**src/sfd_pkg.sv**
```systemverilog
// Purpose: constants and carriers for the speech activity final decision block
// Assumes: snr-like inputs are unsigned fixed point with 4 fraction bits (q4)
// Notes:   activity fractions are q8 (256 = 1.0)
package sfd_pkg;
   // ************************************************************
   // register map (apb, byte addresses)
   // ************************************************************
   localparam logic [7:0]  SFD_CTRL_OFS    = 8'h00;
   localparam logic [7:0]  SFD_THR_OFS     = 8'h04;
   localparam logic [7:0]  SFD_STATUS_OFS  = 8'h08;
   localparam logic [7:0]  SFD_COUNT_OFS   = 8'h0c;
   localparam logic [7:0]  SFD_CNENERGY_OFS = 8'h10;
   localparam logic [7:0]  SFD_CTRL_RST    = 8'h00;
   localparam logic [15:0] SFD_THR1_RST    = 16'h00a0;
   localparam logic [15:0] SFD_THR2_RST    = 16'h00a0;
   localparam logic [15:0] SFD_CN_TOL_RST  = 16'h0010;
   // ctrl fields
   localparam int SFD_CTRL_RATE_LSB = 0;   // 2 bits
   localparam int SFD_CTRL_BW_LSB   = 2;   // 2 bits
   localparam int SFD_CTRL_IO_BIT   = 4;
   localparam int SFD_CTRL_INIT_BIT = 5;
   // ************************************************************
   // thresholds (q4 for snr, flux and energy; counts and lengths plain)
   // ************************************************************
   localparam logic [15:0] SFD_SNRF_0P2   = 16'h0003;
   localparam logic [15:0] SFD_LF_10P5    = 16'h00a8;
   localparam logic [15:0] SFD_LF_12P5    = 16'h00c8;
   localparam logic [15:0] SFD_FLUX_2P2   = 16'h0023;
   localparam logic [15:0] SFD_FLUX_2P0   = 16'h0020;
   localparam logic [15:0] SFD_FLUX_1P5   = 16'h0018;
   localparam logic [7:0]  SFD_CONT_40    = 8'h28;
   localparam logic [7:0]  SFD_CONT_30    = 8'h1e;
   localparam logic [15:0] SFD_LT_16      = 16'h0100;
   localparam logic [15:0] SFD_LT_25      = 16'h0190;
   localparam logic [15:0] SFD_ET_40      = 16'h0280;
   localparam logic [8:0]  SFD_HE_0P95    = 9'h0f3;
   localparam logic [8:0]  SFD_HE_0P85    = 9'h0d9;
   localparam logic [8:0]  SFD_HE_0P98    = 9'h0fa;
   localparam logic [4:0]  SFD_C16_12     = 5'h0c;
   localparam logic [4:0]  SFD_C16_7      = 5'h07;
   localparam logic [4:0]  SFD_C16_14     = 5'h0e;
   localparam logic [5:0]  SFD_C50_40     = 6'h28;
   localparam logic [5:0]  SFD_C50_45     = 6'h2d;
   localparam logic [5:0]  SFD_C50_48     = 6'h30;
   localparam logic [3:0]  SFD_HO_BASE    = 4'h2;
   localparam logic [3:0]  SFD_HO_BASE_NB = 4'h3;
   localparam logic [3:0]  SFD_HO_ADD16   = 4'h2;
   localparam logic [3:0]  SFD_HO_ADD50   = 4'h5;
   localparam logic [3:0]  SFD_HANGOVER_LONG = 4'ha;
   localparam logic [3:0]  SFD_HO_CAP_LO  = 4'h2;
   localparam logic [3:0]  SFD_HO_CAP_HI  = 4'h3;
   localparam logic [3:0]  SFD_MUSIC_LEN  = 4'hf;
   localparam logic [1:0]  SFD_RESTART_RUN = 2'h3;
   localparam int          SFD_FRAME_LEN  = 256;
   // ************************************************************
   // enumerations and carriers
   // ************************************************************
   typedef enum logic [1:0] {SFD_RATE_16K = 2'h0, SFD_RATE_32K = 2'h1,
                             SFD_RATE_OTHER = 2'h2} sfd_rate_t;
   typedef enum logic [1:0] {SFD_BW_NB = 2'h0, SFD_BW_WB = 2'h1,
                             SFD_BW_SWB = 2'h2} sfd_bw_t;
   typedef struct packed {
      logic        primary_activity_flag;
      logic        secondary_activity_flag;
      logic        tonal_flag;
      logic [15:0] original_longterm_snr;
      logic [15:0] smoothed_longterm_freq_snr;
      logic [15:0] freq_snr;
      logic [15:0] avg_snr_flux;
      logic [7:0]  consecutive_active_count;
      logic [15:0] longterm_snr;
      logic [8:0]  primary_high_energy_activity;
      logic [4:0]  primary_active_count16;
      logic [5:0]  final_active_count50;
      logic [15:0] frame_energy;
      logic [15:0] cn_est_log;
      logic [15:0] cn_local_log;
   } sfd_feat_t;
   typedef struct packed {
      logic combined_flag;
      logic transmission_activity_flag;
      logic early_termination_flag;
      logic sid_request;
      logic noise_silence;
   } sfd_res_t;
endpackage

```
**src/sfd_top.sv**
```systemverilog
// Purpose: per-frame final activity decision and transmission hangover
// Assumes: one frame_valid_i pulse per frame; features stable while it is high
// Notes:   registers over apb; excitation samples stream in before the strobe
//
// Implementation choices: the placing of the registers and register access over APB.
`timescale 1ns/100ps
`default_nettype none
module sfd_top
   import sfd_pkg::*;
(
   input  wire logic        clk_i,
   input  wire logic        reset_i,
   input  wire logic        frame_valid_i,
   input  wire sfd_feat_t   feat_i,
   input  wire logic        exc_valid_i,
   input  wire logic [15:0] exc_sample_i,
   input  wire logic        psel_i,
   input  wire logic        penable_i,
   input  wire logic        pwrite_i,
   input  wire logic [7:0]  paddr_i,
   input  wire logic [31:0] pwdata_i,
   output logic [31:0]      prdata_o,
   output logic             pready_o,
   output logic             pslverr_o,
   output sfd_res_t         res_o
);
   // ************************************************************
   // register file
   // ************************************************************
   logic [7:0]  ctrl_ff;
   logic [15:0] thr1_ff;
   logic [15:0] thr2_ff;
   logic [15:0] cn_tol_ff;
   logic [15:0] exc_log_ff;
   logic [3:0]  ho_len_ff;
   logic [3:0]  general_hangover_counter_ff;
   logic [3:0]  transmission_hangover_counter_ff;
   logic [3:0]  music_hangover_counter_ff;
   logic        apb_access;
   logic        addr_ok;
   sfd_rate_t   rate;
   sfd_bw_t     bw;

   assign apb_access = psel_i & penable_i & ~pready_o;
   assign addr_ok = (paddr_i == SFD_CTRL_OFS) || (paddr_i == SFD_THR_OFS) ||
                    (paddr_i == SFD_STATUS_OFS) || (paddr_i == SFD_COUNT_OFS) ||
                    (paddr_i == SFD_CNENERGY_OFS);
   assign rate = sfd_rate_t'(ctrl_ff[SFD_CTRL_RATE_LSB +: 2]);
   assign bw   = sfd_bw_t'(ctrl_ff[SFD_CTRL_BW_LSB +: 2]);

   // one wait state: answer lands in the cycle after setup+access start
   always_ff @(posedge clk_i or posedge reset_i) begin
      if (reset_i) begin
         pready_o  <= 1'b0;
         pslverr_o <= 1'b0;
         prdata_o  <= 32'h0;
      end else begin
         pready_o  <= apb_access;
         pslverr_o <= apb_access & ~addr_ok;
         if (apb_access & ~pwrite_i) begin
            unique case (paddr_i)
               SFD_CTRL_OFS:     prdata_o <= {24'h0, ctrl_ff};
               SFD_THR_OFS:      prdata_o <= {thr2_ff, thr1_ff};
               SFD_STATUS_OFS:   prdata_o <= {27'h0, res_o};
               SFD_COUNT_OFS:    prdata_o <= {16'h0, ho_len_ff,
                                    music_hangover_counter_ff, transmission_hangover_counter_ff,
                                    general_hangover_counter_ff};
               SFD_CNENERGY_OFS: prdata_o <= {cn_tol_ff, exc_log_ff};
               default:          prdata_o <= 32'h0;
            endcase
         end
      end
   end

   // writes land at the edge where the master sees ready; init bit self-clears
   always_ff @(posedge clk_i or posedge reset_i) begin
      if (reset_i) begin
         ctrl_ff   <= SFD_CTRL_RST;
         thr1_ff   <= SFD_THR1_RST;
         thr2_ff   <= SFD_THR2_RST;
         cn_tol_ff <= SFD_CN_TOL_RST;
      end else begin
         if (frame_valid_i) begin
            ctrl_ff[SFD_CTRL_INIT_BIT] <= 1'b0;
         end
         if (psel_i & penable_i & pready_o & pwrite_i) begin
            unique case (paddr_i)
               SFD_CTRL_OFS:     ctrl_ff <= pwdata_i[7:0];
               SFD_THR_OFS: begin
                  thr1_ff <= pwdata_i[15:0];
                  thr2_ff <= pwdata_i[31:16];
               end
               SFD_CNENERGY_OFS: cn_tol_ff <= pwdata_i[31:16];
               default:          ;
            endcase
         end
      end
   end

   // ************************************************************
   // excitation energy
   // ************************************************************
   logic [39:0] exc_acc_ff;
   logic [39:0] mean_sq;

   function automatic logic [15:0] log2_q4(input logic [39:0] v);
      logic [15:0] r;
      logic [5:0]  msb;
      r = 16'h0;
      msb = 6'h0;
      for (int i = 0; i < 40; i++) begin
         if (v[i]) begin
            msb = 6'(i);
         end
      end
      // integer part plus the next four bits below the leading one as fraction
      r[9:4] = msb;
      if (msb >= 6'h4) begin
         r[3:0] = 4'(v >> (msb - 6'h4));
      end
      return r;
   endfunction

   // frame length is a power of two, so the mean is a shift
   assign mean_sq = exc_acc_ff >> $clog2(SFD_FRAME_LEN);

   always_ff @(posedge clk_i or posedge reset_i) begin
      if (reset_i) begin
         exc_acc_ff <= 40'h0;
         exc_log_ff <= 16'h0;
      end else if (frame_valid_i) begin
         exc_log_ff <= log2_q4(mean_sq);
         exc_acc_ff <= 40'h0;
      end else if (exc_valid_i) begin
         exc_acc_ff <= exc_acc_ff + 40'(32'($signed(exc_sample_i) * $signed(exc_sample_i)));
      end
   end

   // ************************************************************
   // combined decision
   // ************************************************************
   logic silence;
   logic combined;
   logic pf;
   logic sf;
   logic or_cond_hi;
   logic or_cond_lo;

   assign pf = feat_i.primary_activity_flag;
   assign sf = feat_i.secondary_activity_flag;
   assign silence = (feat_i.original_longterm_snr > thr1_ff) &&
                    (feat_i.smoothed_longterm_freq_snr > thr2_ff);
   assign or_cond_hi = (feat_i.avg_snr_flux > SFD_FLUX_2P2) ||
                       ((feat_i.avg_snr_flux > SFD_FLUX_1P5) &&
                        (feat_i.consecutive_active_count > SFD_CONT_40)) ||
                       feat_i.tonal_flag;
   assign or_cond_lo = (feat_i.avg_snr_flux > SFD_FLUX_2P0) ||
                       ((feat_i.avg_snr_flux > SFD_FLUX_1P5) &&
                        (feat_i.consecutive_active_count > SFD_CONT_30)) ||
                       feat_i.tonal_flag;

   // steps evaluated in priority order, first match wins
   always_comb begin
      combined = sf;
      if (rate == SFD_RATE_16K || rate == SFD_RATE_32K) begin
         if (silence && feat_i.freq_snr > SFD_SNRF_0P2 && !sf) begin
            combined = pf;
         end else if (!(feat_i.smoothed_longterm_freq_snr < SFD_LF_10P5 || !silence)) begin
            combined = sf;
         end else if (or_cond_hi) begin
            combined = pf | sf;
         end else if (rate == SFD_RATE_32K) begin
            combined = silence ? pf : sf;
         end else begin
            combined = pf;
         end
      end else if (silence) begin
         if (feat_i.smoothed_longterm_freq_snr > SFD_LF_12P5 && !feat_i.tonal_flag) begin
            combined = pf;
         end
      end else if (or_cond_lo) begin
         combined = pf | sf;
      end
   end

   // ************************************************************
   // transmission hangover
   // ************************************************************
   logic [3:0] ho_len;
   logic [3:0] dec;
   logic [1:0] run_ff;
   logic       restart;
   logic       music_start;
   logic       cn_close;
   logic [15:0] cn_diff;
   logic       in_hang;
   logic       tx_flag;
   logic       sid_pend_ff;

   always_comb begin
      ho_len = SFD_HO_BASE;
      if ((bw == SFD_BW_NB && feat_i.longterm_snr < SFD_LT_16) ||
          feat_i.primary_high_energy_activity > SFD_HE_0P95) begin
         ho_len = SFD_HO_BASE_NB;
      end
      if (feat_i.primary_active_count16 > SFD_C16_12) begin
         ho_len = ho_len + SFD_HO_ADD16;
      end
      if (feat_i.final_active_count50 > SFD_C50_40) begin
         ho_len = ho_len + SFD_HO_ADD50;
      end
      if (ho_len > SFD_HANGOVER_LONG - 4'h1) begin
         ho_len = SFD_HANGOVER_LONG - 4'h1;
      end
      if (feat_i.primary_active_count16 < SFD_C16_7 ||
          (feat_i.longterm_snr > SFD_LT_16 &&
           feat_i.primary_high_energy_activity < SFD_HE_0P85)) begin
         if (ctrl_ff[SFD_CTRL_IO_BIT] ||
             (bw != SFD_BW_NB && feat_i.longterm_snr > SFD_LT_25)) begin
            if (ho_len > SFD_HO_CAP_LO) ho_len = SFD_HO_CAP_LO;
         end else if (ho_len > SFD_HO_CAP_HI) begin
            ho_len = SFD_HO_CAP_HI;
         end
      end
      unique case (bw)
         SFD_BW_NB: dec = silence ? 4'h0 : 4'h1;
         SFD_BW_WB: dec = silence ? 4'h2 : 4'h3;
         default:   dec = silence ? 4'h2 : 4'h1;
      endcase
      ho_len = (ho_len > dec) ? ho_len - dec : 4'h0;
   end

   assign restart = (run_ff == SFD_RESTART_RUN) ||
                    (feat_i.final_active_count50 > SFD_C50_45);
   assign music_start = feat_i.primary_high_energy_activity > SFD_HE_0P98 &&
                        feat_i.frame_energy > SFD_ET_40 &&
                        feat_i.primary_active_count16 > SFD_C16_14 &&
                        feat_i.final_active_count50 > SFD_C50_48;
   assign cn_diff = (feat_i.cn_est_log > feat_i.cn_local_log) ?
                    feat_i.cn_est_log - feat_i.cn_local_log :
                    feat_i.cn_local_log - feat_i.cn_est_log;
   assign in_hang = !combined && (transmission_hangover_counter_ff != 4'h0 ||
                    music_hangover_counter_ff != 4'h0);
   assign cn_close = in_hang && (cn_diff < cn_tol_ff);
   assign tx_flag = combined || (in_hang && !cn_close && !ctrl_ff[SFD_CTRL_INIT_BIT]);

   // run of consecutive active primary frames, saturating at the restart length
   always_ff @(posedge clk_i or posedge reset_i) begin
      if (reset_i) begin
         run_ff <= 2'h0;
      end else if (frame_valid_i) begin
         if (!pf) run_ff <= 2'h0;
         else if (run_ff != SFD_RESTART_RUN) run_ff <= run_ff + 2'h1;
      end
   end

   // counters: init clears, active frames with restart reload transmission, hangover frames count music down; transmission down, general up if it is nonzero
   always_ff @(posedge clk_i or posedge reset_i) begin
      if (reset_i) begin
         general_hangover_counter_ff      <= 4'h0;
         transmission_hangover_counter_ff <= 4'h0;
         music_hangover_counter_ff        <= 4'h0;
         ho_len_ff                        <= 4'h0;
      end else if (frame_valid_i) begin
         if (ctrl_ff[SFD_CTRL_INIT_BIT]) begin
            general_hangover_counter_ff      <= 4'h0;
            transmission_hangover_counter_ff <= 4'h0;
            music_hangover_counter_ff        <= 4'h0;
         end else begin
            ho_len_ff <= ho_len;
            if (combined && restart) begin
               transmission_hangover_counter_ff <= ho_len;
               general_hangover_counter_ff      <= 4'h0;
            end else if (cn_close) begin
               transmission_hangover_counter_ff <= 4'h0;
            end else if (in_hang && transmission_hangover_counter_ff != 4'h0) begin
               transmission_hangover_counter_ff <= transmission_hangover_counter_ff - 4'h1;
               general_hangover_counter_ff <= general_hangover_counter_ff + 4'h1;
            end
            if (music_start) begin
               music_hangover_counter_ff <= SFD_MUSIC_LEN;
            end else if (cn_close) begin
               music_hangover_counter_ff <= 4'h0;
            end else if (!combined && music_hangover_counter_ff != 4'h0) begin
               music_hangover_counter_ff <= music_hangover_counter_ff - 4'h1;
            end
         end
      end
   end

   // registered results, held between strobes; descriptor request one frame late
   always_ff @(posedge clk_i or posedge reset_i) begin
      if (reset_i) begin
         res_o       <= '0;
         sid_pend_ff <= 1'b0;
      end else if (frame_valid_i) begin
         sid_pend_ff                      <= cn_close;
         res_o.combined_flag              <= combined;
         res_o.transmission_activity_flag <= tx_flag;
         res_o.early_termination_flag     <= cn_close;
         res_o.sid_request                <= sid_pend_ff && !tx_flag;
         res_o.noise_silence              <= silence;
      end
   end
endmodule // sfd_top
`default_nettype wire

```
**config.mk**
```make
export PLATFORM = sky130hd
export DESIGN_NAME = sfd_top
export DESIGN_NICKNAME = d
export VERILOG_FILES = /design/src/sfd_pkg.sv /design/src/sfd_top.sv
export SDC_FILE = /design/constraint.sdc
export NUM_CORES = 1
export LEC_CHECK = 0
export ABC_AREA = 1
export BUFFER_PORTS_ARGS = -buffer_cell sky130_fd_sc_hd__buf_2
export CELL_PAD_IN_SITES_DETAIL_PLACEMENT = 0
export CELL_PAD_IN_SITES_GLOBAL_PLACEMENT = 1
export CORE_AREA = 2 2 226 228
export DETAILED_ROUTE_END_ITERATION = 8
export DIE_AREA = 0 0 228 230
export GPL_ROUTABILITY_DRIVEN = 1
export MAX_ROUTING_LAYER = met4
export PLACE_DENSITY_LB_ADDON = 0.1
export SLEW_MARGIN = 20
export SYNTH_ARGS = -nofsm -noshare
export SYNTH_HDL_FRONTEND = slang
export SYNTH_SLANG_ARGS = --single-unit
```
**constraint.sdc**
```tcl
create_clock -name clk_i -period 8.96 [get_ports clk_i]
set_input_delay 2.688 -clock clk_i [delete_from_list [all_inputs] [get_ports clk_i]]
set_output_delay 2.688 -clock clk_i [all_outputs]
set_load 0.1 [all_outputs]
```
# [After elaboration in Yosys (flattened, before gate mapping)]
# Index checks and enable logic that the tools add are counted.
[word_totals] register_bits=163 latchBits=0 mem_bits_rw=0 rom_bits=0 output_inout_bits=39 elab_cells=221 n_memories=0
[op_classes] n_addsub=11 mul=1 n_div=0 magnitude_cmp=30 n_eq_ne=10 shift=1 n_mux=76 bitwise=11 n_reduce_logical=61
[op_table] cell="$mux W6" n=33
[op_table] cell="$pmux W32 S5" n=1
[op_table] cell="$mux W4" n=21
[op_table] cell="$mux W40" n=2
[op_table] cell="$gt A16 B16 Y1" n=3
[op_table] cell="$add A40 B40 Y40" n=1
[op_table] cell="$gt A16 B6 Y1 const B" n=2
[op_table] cell="$gt A16 B9 Y1 const B" n=2
[op_table] cell="$mul A16 B16 Y32" n=1
[op_table] cell="$shr A32 B6 Y4" n=1
[op_table] cell="$sub A16 B16 Y16" n=2
[op_table] cell="$logic_and A1 B1 Y1" n=20
[op_table] cell="$gt A6 B6 Y1 const B" n=3
[op_table] cell="$gt A9 B8 Y1 const B" n=2
[op_table] cell="$eq A8 B4 Y1 const B" n=2
[op_table] cell="$gt A16 B10 Y1 const B" n=1
[op_table] cell="$gt A16 B2 Y1 const B" n=1
[op_table] cell="$gt A16 B5 Y1 const B" n=1
[op_table] cell="$gt A16 B8 Y1 const B" n=1
[op_table] cell="$logic_or A1 B1 Y1" n=16
[op_table] cell="$lt A16 B16 Y1" n=1
[op_table] cell="$lt A16 B8 Y1 const B" n=1
[op_table] cell="$lt A16 B9 Y1 const B" n=1
[op_table] cell="$mux W16" n=1
[op_table] cell="other kinds (37)" n=81

# [Depth between registers and ports, before layout]
# Gate-level depths: netlist of run 1.
[depth] ltp_word=35 depth_mapped=48 depth_no_buf=47

# [Worst setup path after synthesis of run 1]
# No wires, ideal clock.
[synth_timing] path_type="input-to-reg" start="in exc_sample_i[4]" end="reg exc_acc_ff[39]" setup_time_ns=0.118 arrival_ns=10.261 setup_slack_ns=-1.418 path_stages=35 n_path_buf=2 cell_sequence="clkbuf_1 -> clkbuf_1 -> nand2_1 -> fa_1 -> fa_1 -> fa_1 -> inv_1 -> fa_1 -> fa_1 -> inv_1 -> fa_1 -> inv_1 -> ha_1 -> nand2_1 -> o21ai_0 -> a21oi_4 -> o21ai_2 -> a21boi_2 -> o21ai_2 -> a21boi_2 -> o21ai_2 -> a21boi_2 -> o21ai_2 -> a21oi_2 -> o21bai_2 -> xor2_1 -> ha_1 -> a21oi_1 -> o21ai_0 -> a211oi_1 -> o2111ai_1 -> xor2_1 -> or2_1 -> nand3_1 -> nand2_1"
[synth_between] elab_chain_len=4
[synth_lines] element="start: declaration" line_no="sfd_top.sv:16" text="input wire logic [15:0] exc_sample_i,"
[synth_lines] element="$mul A16 B16 Y32" line_no="sfd_top.sv:135" text="exc_acc_ff <= exc_acc_ff + 40'(32'($signed(exc_sample_i) * $signed(exc_sample_i)));"
[synth_lines] element="$add A40 B40 Y40" line_no="sfd_top.sv:135"
[synth_lines] element="$mux W40" line_no="sfd_top.sv:134" text="end else if (exc_valid_i) begin"
[synth_lines] element="$mux W40" line_no="sfd_top.sv:131" text="end else if (frame_valid_i) begin"
[synth_lines] element="end signal: assignment" line_no="sfd_top.sv:135"
[synth_lines] element="end: declaration" line_no="sfd_top.sv:103" text="logic [39:0] exc_acc_ff;"
# No other way between the ends. The select of a mux whose other input is x is not followed.
# A chain may end at the register's enable or synchronous reset.

# [Worst setup path in the final report of run 1]
[layout_timing] start="in exc_sample_i[9]" end="reg exc_acc_ff[39]"
# Same word-level chain as after synthesis.

==> flow_metrics.tcl, run 1 <==
set metrics [dict create \
    postSynthAreaPerCell_um2 7.58 \
    ys_types 73 \
    syn-num-nets 3615 \
    cap_violations 0 \
    ys_ff_latch 162 \
    finalSetupViolCount 10 \
    path_common_cell "o21ai_2" \
    maxSlewHeadroom_pct 31.5 \
    post-route-period-util_pct 105 \
    synth_ff_type "dfrtp_1" \
    synth_async_sr_flop_share_pct 100 \
    slowest_stage "fa_2" \
    yosysSeqAreaShare_pct 18.2 \
    fmax_ghz 0.106 \
    antenna_found_initial 1 \
    synth_edf_count 0 \
    drt_iter0_drc 970 \
    wl_um 62500 \
    ant_nets 0 \
    place_ws_ns -1.29 \
    fin_crit_ns 9.40 \
    dpl.hpwl_um 51600 \
    worstPathArrival_ns 9.72 \
    nets 4123 \
    critPathRequiredTime_ns 9.28 \
    critPathMaxStageDelay_ns 0.54 \
    vias 20609 \
    std_cell_rows 82 \
    layout-drive-gt1-share_pct 24.7 \
    drv_slew 0 \
    place_congestion 0.914 \
    wl_per_cell_um 15.1 \
    path_delay_family "adder cells" \
    die_h_um 230 \
    nFillCells 4697 \
    worst_hold_path_type "reg2reg" \
    cp-start-kind "input pin" \
    core_area_mm2 0.0499 \
    status "complete, but fails checks" \
    drt_pass1_iterations 5 \
    vias_per_cell 4.99 \
    fin_hold_ws_ns 0.477 \
    cts_max_path_buffers 2 \
    yosysWarnings 0 \
    dieArea_mm2 0.0524 \
    clk_latency_ns 0.43 \
    fin_ws_ns -0.440 \
    grt_max_degree 87 \
    syn_inst 2935 \
    h-tree-depth 4 \
    start_util_pct 44.6 \
    violations "setup timing" \
    grt_overflow_total 0 \
    grt.total_usage_pct 24.8 \
    ioPinCount 261 \
    regArea_mm2 0.00406 \
    port_buffers 258 \
    clock_sinks 162 \
    rsz0062_at_grt "true" \
    cts-root-buf "clkbuf_16" \
    clk_pin_slew_ns 0.07 \
    drc 0 \
    tightest_slew_ns 1.03 \
    grt_pass1_wl_um 104000 \
    numCtsBuffers 17 \
    ctsHoldBuffers 0 \
    finClkSkew_ns 0.0114 \
    final_hold_viol_count 0 \
    die_w_um 228 \
    fin_cells 4129 \
    path_buf_inv 7 \
    mappedNetlistArea_mm2 0.0223 \
    grt_pass1_vias 21249 \
    path_class "in2reg" \
    crit_fanout 5 \
    area_growth_pct 27.5 \
    cts_tree "yes" \
    place_inst 4067 \
    worst_setup_path_end_kind "flop" \
    multiInputGateArea_mm2 0.0163 \
]
## synthesized netlist by cell type (all sizes together), types with 12 or more instances
cell,number,area share (%)
inv,684,12
nand2,606,10
fa,238,21
ha,220,12
o21ai,168,4.0
dfrtp,157,18
a21oi,154,3.6
nand3,149,3.4
nor2,139,2.4
clkbuf,77,1.3
xor2,52,2.0
o22ai,43,1.2
xnor2,29,1.1
nor3,22,0.52
o211ai,17,0.60
nand4,16,0.45
a31oi,12,0.34
## placed cells by master (no fill, tap or decap), drive strengths merged, types with 6 or more instances in the layout
cell type	netlist	final
nor3	22	22
o221ai	9	9
or2	7	7
ha	220	220
nor4	10	10
xor2	52	52
a21boi	6	6
clkinv	4	7
buf	11	575
inv	684	692
o21bai	9	9
o31ai	9	9
clkbuf	77	19
fa	238	238
xnor2	29	29
o21a	10	10
nand3	149	149
a21oi	154	154
nand4	16	16
nor2	139	139
o21ai	168	168
nand2	606	606
o22ai	43	43
a221oi	10	10
o211ai	17	17
a31oi	12	12
dfrtp	157	157
a21o	6	6
## layout make-up
type                    instances  share of cell area (%)
inverters                     688                    9.12
well taps                     672                    2.96
repair buffers                577                    14.2
flip-flops and latches        162                    14.3
diodes                          1                 0.00882
clock buffers                  17                    1.50
multi-input cells            1997                    57.3
clock inverters                15                   0.595
## path summary, 6_finish.rpt
path / startpoint / to / slack [ns] / cells after the start
max: exc_sample_i[9] / exc_acc_ff[39]$_DFFE_PP0P_ / -0.44 / 37
min: prdata_o[20]$_DFFE_PP0P_ / prdata_o[20]$_DFFE_PP0P_ / 0.48 / 2
max reg2reg: thr2_ff[15]$_DFFE_PP0P_ / music_hangover_counter_ff[0]$_DFFE_PP0P_ / 5.22 / 20
min reg2reg: prdata_o[20]$_DFFE_PP0P_ / prdata_o[20]$_DFFE_PP0P_ / 0.48 / 2
max in group asynchronous: reset_i / exc_acc_ff[5]$_DFFE_PP0P_ / 5.27 / 3
min in group asynchronous: reset_i / exc_acc_ff[36]$_DFFE_PP0P_ / 2.41 / 2
## registers in the layout, indices dropped and copies added (netlist names)
signal,cells
pslverr_o,1
general_hangover_counter_ff,4
prdata_o,32
transmission_hangover_counter_ff,4
exc_acc_ff,40
exc_log_ff,9
res_o,4
thr2_ff,16
cn_tol_ff,16
ho_len_ff,4
thr1_ff,16
sid_pend_ff,1
run_ff,2
music_hangover_counter_ff,4
pready_o,1
ctrl_ff,8
## per-layer routing
layer  routed length (um)  share of wire, %  track usage (%)
met2                32500                52             45.1
met1                27300                44             30.1
met3                 1970               3.1             2.32
met4                  807               1.3             4.64
met5                    0                 0                -
## repair_timing
| item | CTS | global route |
|---|---|---|
| cloned | 0 | 1 |
| setup endpoints to repair | 16 | 16 |
| pin swaps | 99 | 113 |
| gates resized for setup | 118 | 110 |
| setup buffers | 13 | 15 |
## worst register-to-register path, cell delays in order, from the launching register on
cell      delay [ns]
dfrtp_1         0.35
inv_1           0.06
ha_1            0.31
nand4_1         0.13
nor3_1          0.42
nand2_1         0.11
nand2_1         0.14
nand3_2         0.22
nand2_1         0.15
nor2_1          0.05
o21ai_0         0.17
nand3_1         0.10
o211ai_1        0.09
nand2_1         0.18
inv_1           0.15
o21ai_1         0.13
nor2_4          0.20
inv_1           0.10
nand4_1         0.17
nand2_1         0.16
a32o_1          0.24
## metrics by stage
stage	setup TNS [ns]	utilization, %	area [um^2]
finish	-2.37	56.9	28400
global route	-6.89	56.9	28400
CTS	-3.25	55.8	27800
detailed placement	-16.27	53.5	26700
global placement	-15.07	53.5	26700
floorplan	-3.31	-	22900
## cells by family (layout without fill, tap and decap cells)
group	Yosys count	in the layout	synth area share (%)
AOI/OAI and AO/OA	494	494	13.5
and+or+nand+nor	960	960	17.9
adders and majority gates	458	458	33.8
muxes	4	4	0.180
DFF	162	162	18.2
buffers and inverters	776	1297	13.2
other	0	1	0
xor gates and xnor gates	81	81	3.19
Power of run 1 is not shown: default switching activity piles up to over one toggle a cycle in this logic, so the estimate is an artifact.
==> run 2, diff against run 1 <==
- CORE_AREA: 2 2 226 228 -> 2 2 236 238
- DIE_AREA: 0 0 228 230 -> 0 0 238 240
- clock period: 8.96 -> 7.8 ns (I/O delays scaled with it)
==> flow_metrics.tcl, run 2 (synthesis gave the netlist of run 1 again) <==
set metrics [dict create \
    place_area_mm2 0.0267 \
    area_growth_pct 28.6 \
    met2WireLength_um 32500 \
    drt_iter0_drc 822 \
    fmax_ghz 0.109 \
    cts_max_path_buffers 2 \
    crit_fanout 5 \
    critPathMaxStageDelay_ns 0.56 \
    die_w_um 238 \
    drt-met1-wl_um 27400 \
    final_common_cell "inv_1" \
    port_buffers 258 \
    top_register "exc_acc_ff" \
    clock_sinks 162 \
    place_congestion 0.907 \
    violations "setup timing" \
    drt_pass1_iterations 5 \
    path_class "in2reg" \
    finalSetupViolCount 21 \
    wl_um 62900 \
    critPathRequiredTime_ns 8.13 \
    grt_pass1_wl_um 104000 \
    std_cell_rows 86 \
    slowest_stage "fa_1" \
    clk_pin_slew_ns 0.07 \
    cp-start-kind "input pin" \
    final_hold_viol_count 0 \
    grt_max_degree 96 \
    post-route-period-util_pct 117 \
    grt_overflow_total 0 \
    layout-drive-gt1-share_pct 25.1 \
    nets 4134 \
    die_h_um 240 \
    worst_hold_path_type "reg2reg" \
    dpl.hpwl_um 51900 \
    grt.total_usage_pct 23.0 \
    mostFrequentLayoutCells "644 x inv_1, 553 x nand2_1, 291 x buf_4, 243 x buf_2, 232 x fa_1" \
    drc 0 \
    place_ws_ns -1.99 \
    ant_nets 0 \
    dieArea_mm2 0.0571 \
    finClkSkew_ns 0.00790 \
    wl_per_cell_um 15.1 \
    tightest_slew_ns 1.07 \
    cts_tree "yes" \
    numCtsBuffers 17 \
    fin_crit_ns 9.14 \
    rsz0062_at_grt "true" \
    worst_setup_path_end_kind "flop" \
    antenna_found_initial 1 \
    path_common_cell "fa_1" \
    core_area_mm2 0.0547 \
    ioPinCount 261 \
    largest_reg_flops 40 \
    drv_slew 0 \
    grt_pass1_vias 21444 \
    fin_area_mm2 0.0286 \
    status "complete, but fails checks" \
    worstPathArrival_ns 9.47 \
    clk_latency_ns 0.44 \
    cts-root-buf "clkbuf_16" \
    h-tree-depth 4 \
    vias 20573 \
    maxSlewHeadroom_pct 28.4 \
    fin_ws_ns -1.34 \
    start_util_pct 40.7 \
    reg.largest.list "exc_acc_ff (40), prdata_o (32)" \
    wl_met3_um 2050 \
    highest-signal-layer "met4" \
    vias_per_cell 4.93 \
    cap_violations 0 \
]
run 2: changes by cell type in the layout (fill, tap and decap cells not counted), moves of 4 or more:
cell,before,now
inv_6,7,3
nor2_2,7,13
fa_1,225,232
a21oi_2,20,25
buf_6,17,36
nand2_4,18,12
a21oi_1,123,117
nor2_1,127,120
fa_2,13,6
run 2: worst max-delay path, delay by kind of cell:
| family | cells | cell delay [ns] |
|---|---|---|
| XOR/XNOR | 2 | 0.42 |
| AND/OR/NAND/NOR | 5 | 0.49 |
| AO/OA/AOI/OAI | 15 | 2.07 |
| buffers and inverters | 7 | 0.51 |
| adder cells (fa/ha/maj) | 8 | 3.64 |
run 2: final cells by class:
type	instances	area, um^2
Antenna cell	1	2.50
Clock buffer	22	474
Clock inverter	10	148
Fill cell	5359	26000
Inverter	688	2590
Multi-Input combinational cell	1997	16300
Sequential cell	162	4060
Tap cell	704	881
Timing Repair Buffer	588	4130
run 2: timing repair:
action,CTS,global route
pin swaps,116,72
endpoints found under the setup margin,26,27
buffers inserted,16,22
hold buffers,0,0
resized for setup,170,79
cloned,1,1
run 2: path summary, 6_finish.rpt:
| path | from | to | slack, ns | cells past startpoint |
|---|---|---|---|---|
| max | exc_sample_i[4] | exc_acc_ff[39]$_DFFE_PP0P_ | -1.34 | 37 |
| min in group asynchronous | reset_i | exc_acc_ff[34]$_DFFE_PP0P_ | 2.01 | 2 |
| min | prdata_o[23]$_DFFE_PP0P_ | prdata_o[23]$_DFFE_PP0P_ | 0.48 | 2 |
| max in group asynchronous | reset_i | thr1_ff[13]$_DFFE_PP0P_ | 4.21 | 3 |
| max reg2reg | thr2_ff[15]$_DFFE_PP0P_ | general_hangover_counter_ff[3]$_DFFE_PP0P_ | 4.08 | 19 |
| min reg2reg | prdata_o[23]$_DFFE_PP0P_ | prdata_o[23]$_DFFE_PP0P_ | 0.48 | 2 |
run 2: metal layers:
layer / up-vias / GRT usage [%]
met2: 345 / 42.2
met5: - / -
met3: 58 / 2.16
met4: 0 / 4.68
met1: 9890 / 27.5
li1: 10280 / -
run 2: stage by stage:
stage | hold WS [ns] | TNS (ns) | std cells | util [%]
after floorplan | 0.449 | -16.07 | 2935 | -
after global placement | 0.457 | -33.98 | 4102 | 48.9
after detailed placement | 0.465 | -35.70 | 4102 | 48.9
after CTS | 0.483 | -15.76 | 4151 | 51.5
after global routing | 0.497 | -24.54 | 4172 | 52.4
final | 0.479 | -18.33 | 4172 | 52.4
Power of run 2 is left out for the same reason.
==> run 3, diff against run 2 <==
--- a/config.mk
+++ b/config.mk
@@ -10,8 +10,9 @@
 export CELL_PAD_IN_SITES_DETAIL_PLACEMENT = 0
 export CELL_PAD_IN_SITES_GLOBAL_PLACEMENT = 1
-export CORE_AREA = 2 2 236 238
+export CORE_AREA = 2 2 267 269
 export DETAILED_ROUTE_END_ITERATION = 8
-export DIE_AREA = 0 0 238 240
+export DIE_AREA = 0 0 269 271
 export GPL_ROUTABILITY_DRIVEN = 1
+export GPL_TIMING_DRIVEN = 0
 export MAX_ROUTING_LAYER = met4
 export PLACE_DENSITY_LB_ADDON = 0.1
==> constraint.sdc (replaced) <==
create_clock -name clk_i -period 7.8 [get_ports clk_i]
set_input_delay 1.17 -clock clk_i [delete_from_list [all_inputs] [get_ports clk_i]]
set_output_delay 1.17 -clock clk_i [all_outputs]
set_load 0.1 [all_outputs]
==> flow_metrics.tcl, run 3 (synthesis gave the netlist of run 1 again) <==
set metrics [dict create \
    drc 0 \
    worstPathArrival_ns 8.44 \
    mostFrequentLayoutCells "641 x inv_1, 553 x nand2_1, 250 x buf_2, 223 x fa_1, 187 x ha_1" \
    ant_nets 0 \
    violations "setup timing" \
    std_cell_rows 97 \
    start_util_pct 31.9 \
    port_buffers 251 \
    dpl.hpwl_um 60800 \
    die_w_um 269 \
    rsz0062_at_grt "true" \
    dieArea_mm2 0.0729 \
    clk_latency_ns 0.44 \
    worst_setup_path_end_kind "flop" \
    layout-drive-gt1-share_pct 20.7 \
    drv_slew 0 \
    place_inst 4127 \
    die_h_um 271 \
    cap_violations 0 \
    grt.total_usage_pct 20.6 \
    cts_max_path_buffers 2 \
    fmax_ghz 0.123 \
    area_growth_pct 25.9 \
    path_common_cell "inv_2" \
    reg.largest.list "exc_acc_ff (40), prdata_o (32)" \
    fin_util_pct 40.1 \
    status "complete, but fails checks" \
    ioPinCount 261 \
    fin_cells 4257 \
    finalSetupViolCount 9 \
    final_common_cell "inv_1" \
    cp-start-kind "input pin" \
    cts-root-buf "clkbuf_16" \
    wl_um 73600 \
    drt_pass1_iterations 5 \
    cts_tree "yes" \
    tightest_slew_ns 0.969 \
    path_class "in2reg" \
    r2r_end "music_hangover_counter_ff[3]$_DFFE_PP0P_" \
    reg2reg_slack_ns 3.94 \
    final_hold_viol_count 0 \
    maxSlewHeadroom_pct 35.4 \
    post-route-period-util_pct 104 \
    min_to "prdata_o[30]$_DFFE_PP0P_" \
    grt_pass1_vias 21161 \
    r2r_start "thr1_ff[8]$_DFFE_PP0P_" \
    core_area_mm2 0.0698 \
    grt_pass1_wl_um 115000 \
    top_register "exc_acc_ff" \
    h-tree-depth 4 \
    fin_crit_ns 8.11 \
    nets 3983 \
    place_congestion 0.863 \
    vias_per_cell 4.76 \
    drt_iter0_drc 1224 \
    critPathRequiredTime_ns 8.12 \
    grt_overflow_total 0 \
    rr_worst_depth 20 \
    worst_hold_path_type "reg2reg" \
    clock_sinks 162 \
    min_from "prdata_o[30]$_DFFE_PP0P_" \
    place_ws_ns -1.76 \
    finClkSkew_ns 0.0125 \
    fin_hold_ws_ns 0.482 \
    fin_ws_ns -0.313 \
    whs_path_depth 2 \
    numCtsBuffers 17 \
    largest_reg_flops 40 \
    crit_fanout 5 \
    vias 20253 \
    critPathMaxStageDelay_ns 0.58 \
    antenna_found_initial 1 \
    grt_max_degree 86 \
    wl_per_cell_um 17.3 \
    slowest_stage "fa_2" \
    clk_pin_slew_ns 0.06 \
]
==> run 3: cell count changes in the layout (fill, tap and decap cells not counted), moves of 7 or more <==
| cell | delta |
|---|---|
| nor2_2 | -9 |
| nor2_1 | +8 |
| buf_4 | -210 |
| fa_1 | -9 |
| clkbuf_16 | +16 |
| clkbuf_1 | +45 |
| nand2_2 | -8 |
| buf_2 | +7 |
| fa_2 | +9 |
| buf_6 | -20 |
| ha_4 | +8 |
| ha_1 | -7 |
==> run 3: final cells by class <==
cell class	count	area [um^2]
sequential	162	4060
clock inverter	14	134
timing repair buffer	351	2230
clock buffer	18	429
multi-input combinational	1997	16500
tap	940	1180
fill	7298	41800
inverter	688	2600
buffer	86	840
antenna	1	2.50
==> run 3: how the worst max path moves through the flow <==
stage	from	end	slack, ns	cells past startpoint
after floorplan	exc_sample_i[8]	exc_acc_ff[39]$_DFFE_PP0P_	-0.45	37
after global placement	exc_sample_i[0]	exc_acc_ff[39]$_DFFE_PP0P_	-1.74	38
after detailed placement	exc_sample_i[0]	exc_acc_ff[39]$_DFFE_PP0P_	-1.76	38
after CTS	exc_sample_i[6]	exc_acc_ff[39]$_DFFE_PP0P_	-0.46	37
after global routing	exc_sample_i[3]	exc_acc_ff[39]$_DFFE_PP0P_	-0.66	35
final	exc_sample_i[6]	exc_acc_ff[39]$_DFFE_PP0P_	-0.31	38
==> run 3: routing by layer <==
| layer | share of wire (%) | global-route usage (%) | wire, um |
|---|---|---|---|
| met3 | 3.4 | 1.84 | 2520 |
| met5 | 0 | - | 0 |
| met2 | 49 | 35.6 | 36300 |
| met4 | 1.2 | 3.39 | 911 |
| met1 | 46 | 26.6 | 33800 |
==> run 3: timing repair <==
| action | in CTS | in global routing |
|---|---|---|
| gates resized for setup | 137 | 143 |
| pin swaps | 102 | 102 |
| gates cloned | 1 | 1 |
| setup buffers | 56 | 43 |
| endpoints found under the setup margin | 15 | 14 |
| hold buffers | 0 | 0 |
==> run 3: critical path, delay by kind of cell <==
family                   cells  cell delay, ns
AO/OA/AOI/OAI               13            1.80
adder cells (fa/ha/maj)      8            3.64
buffers and inverters       10            0.94
XOR/XNOR                     2            0.41
AND/OR/NAND/NOR              5            0.48
==> run 3: stage by stage <==
step                      instance area, um^2  TNS, ns
after global placement                  25300   -23.45
final                                   28000    -1.14
after global routing                    28000    -4.64
after detailed placement                25300   -18.78
after CTS                               27100    -1.36
after floorplan                         22900   -0.667
Power of run 3 is left out for the same reason.
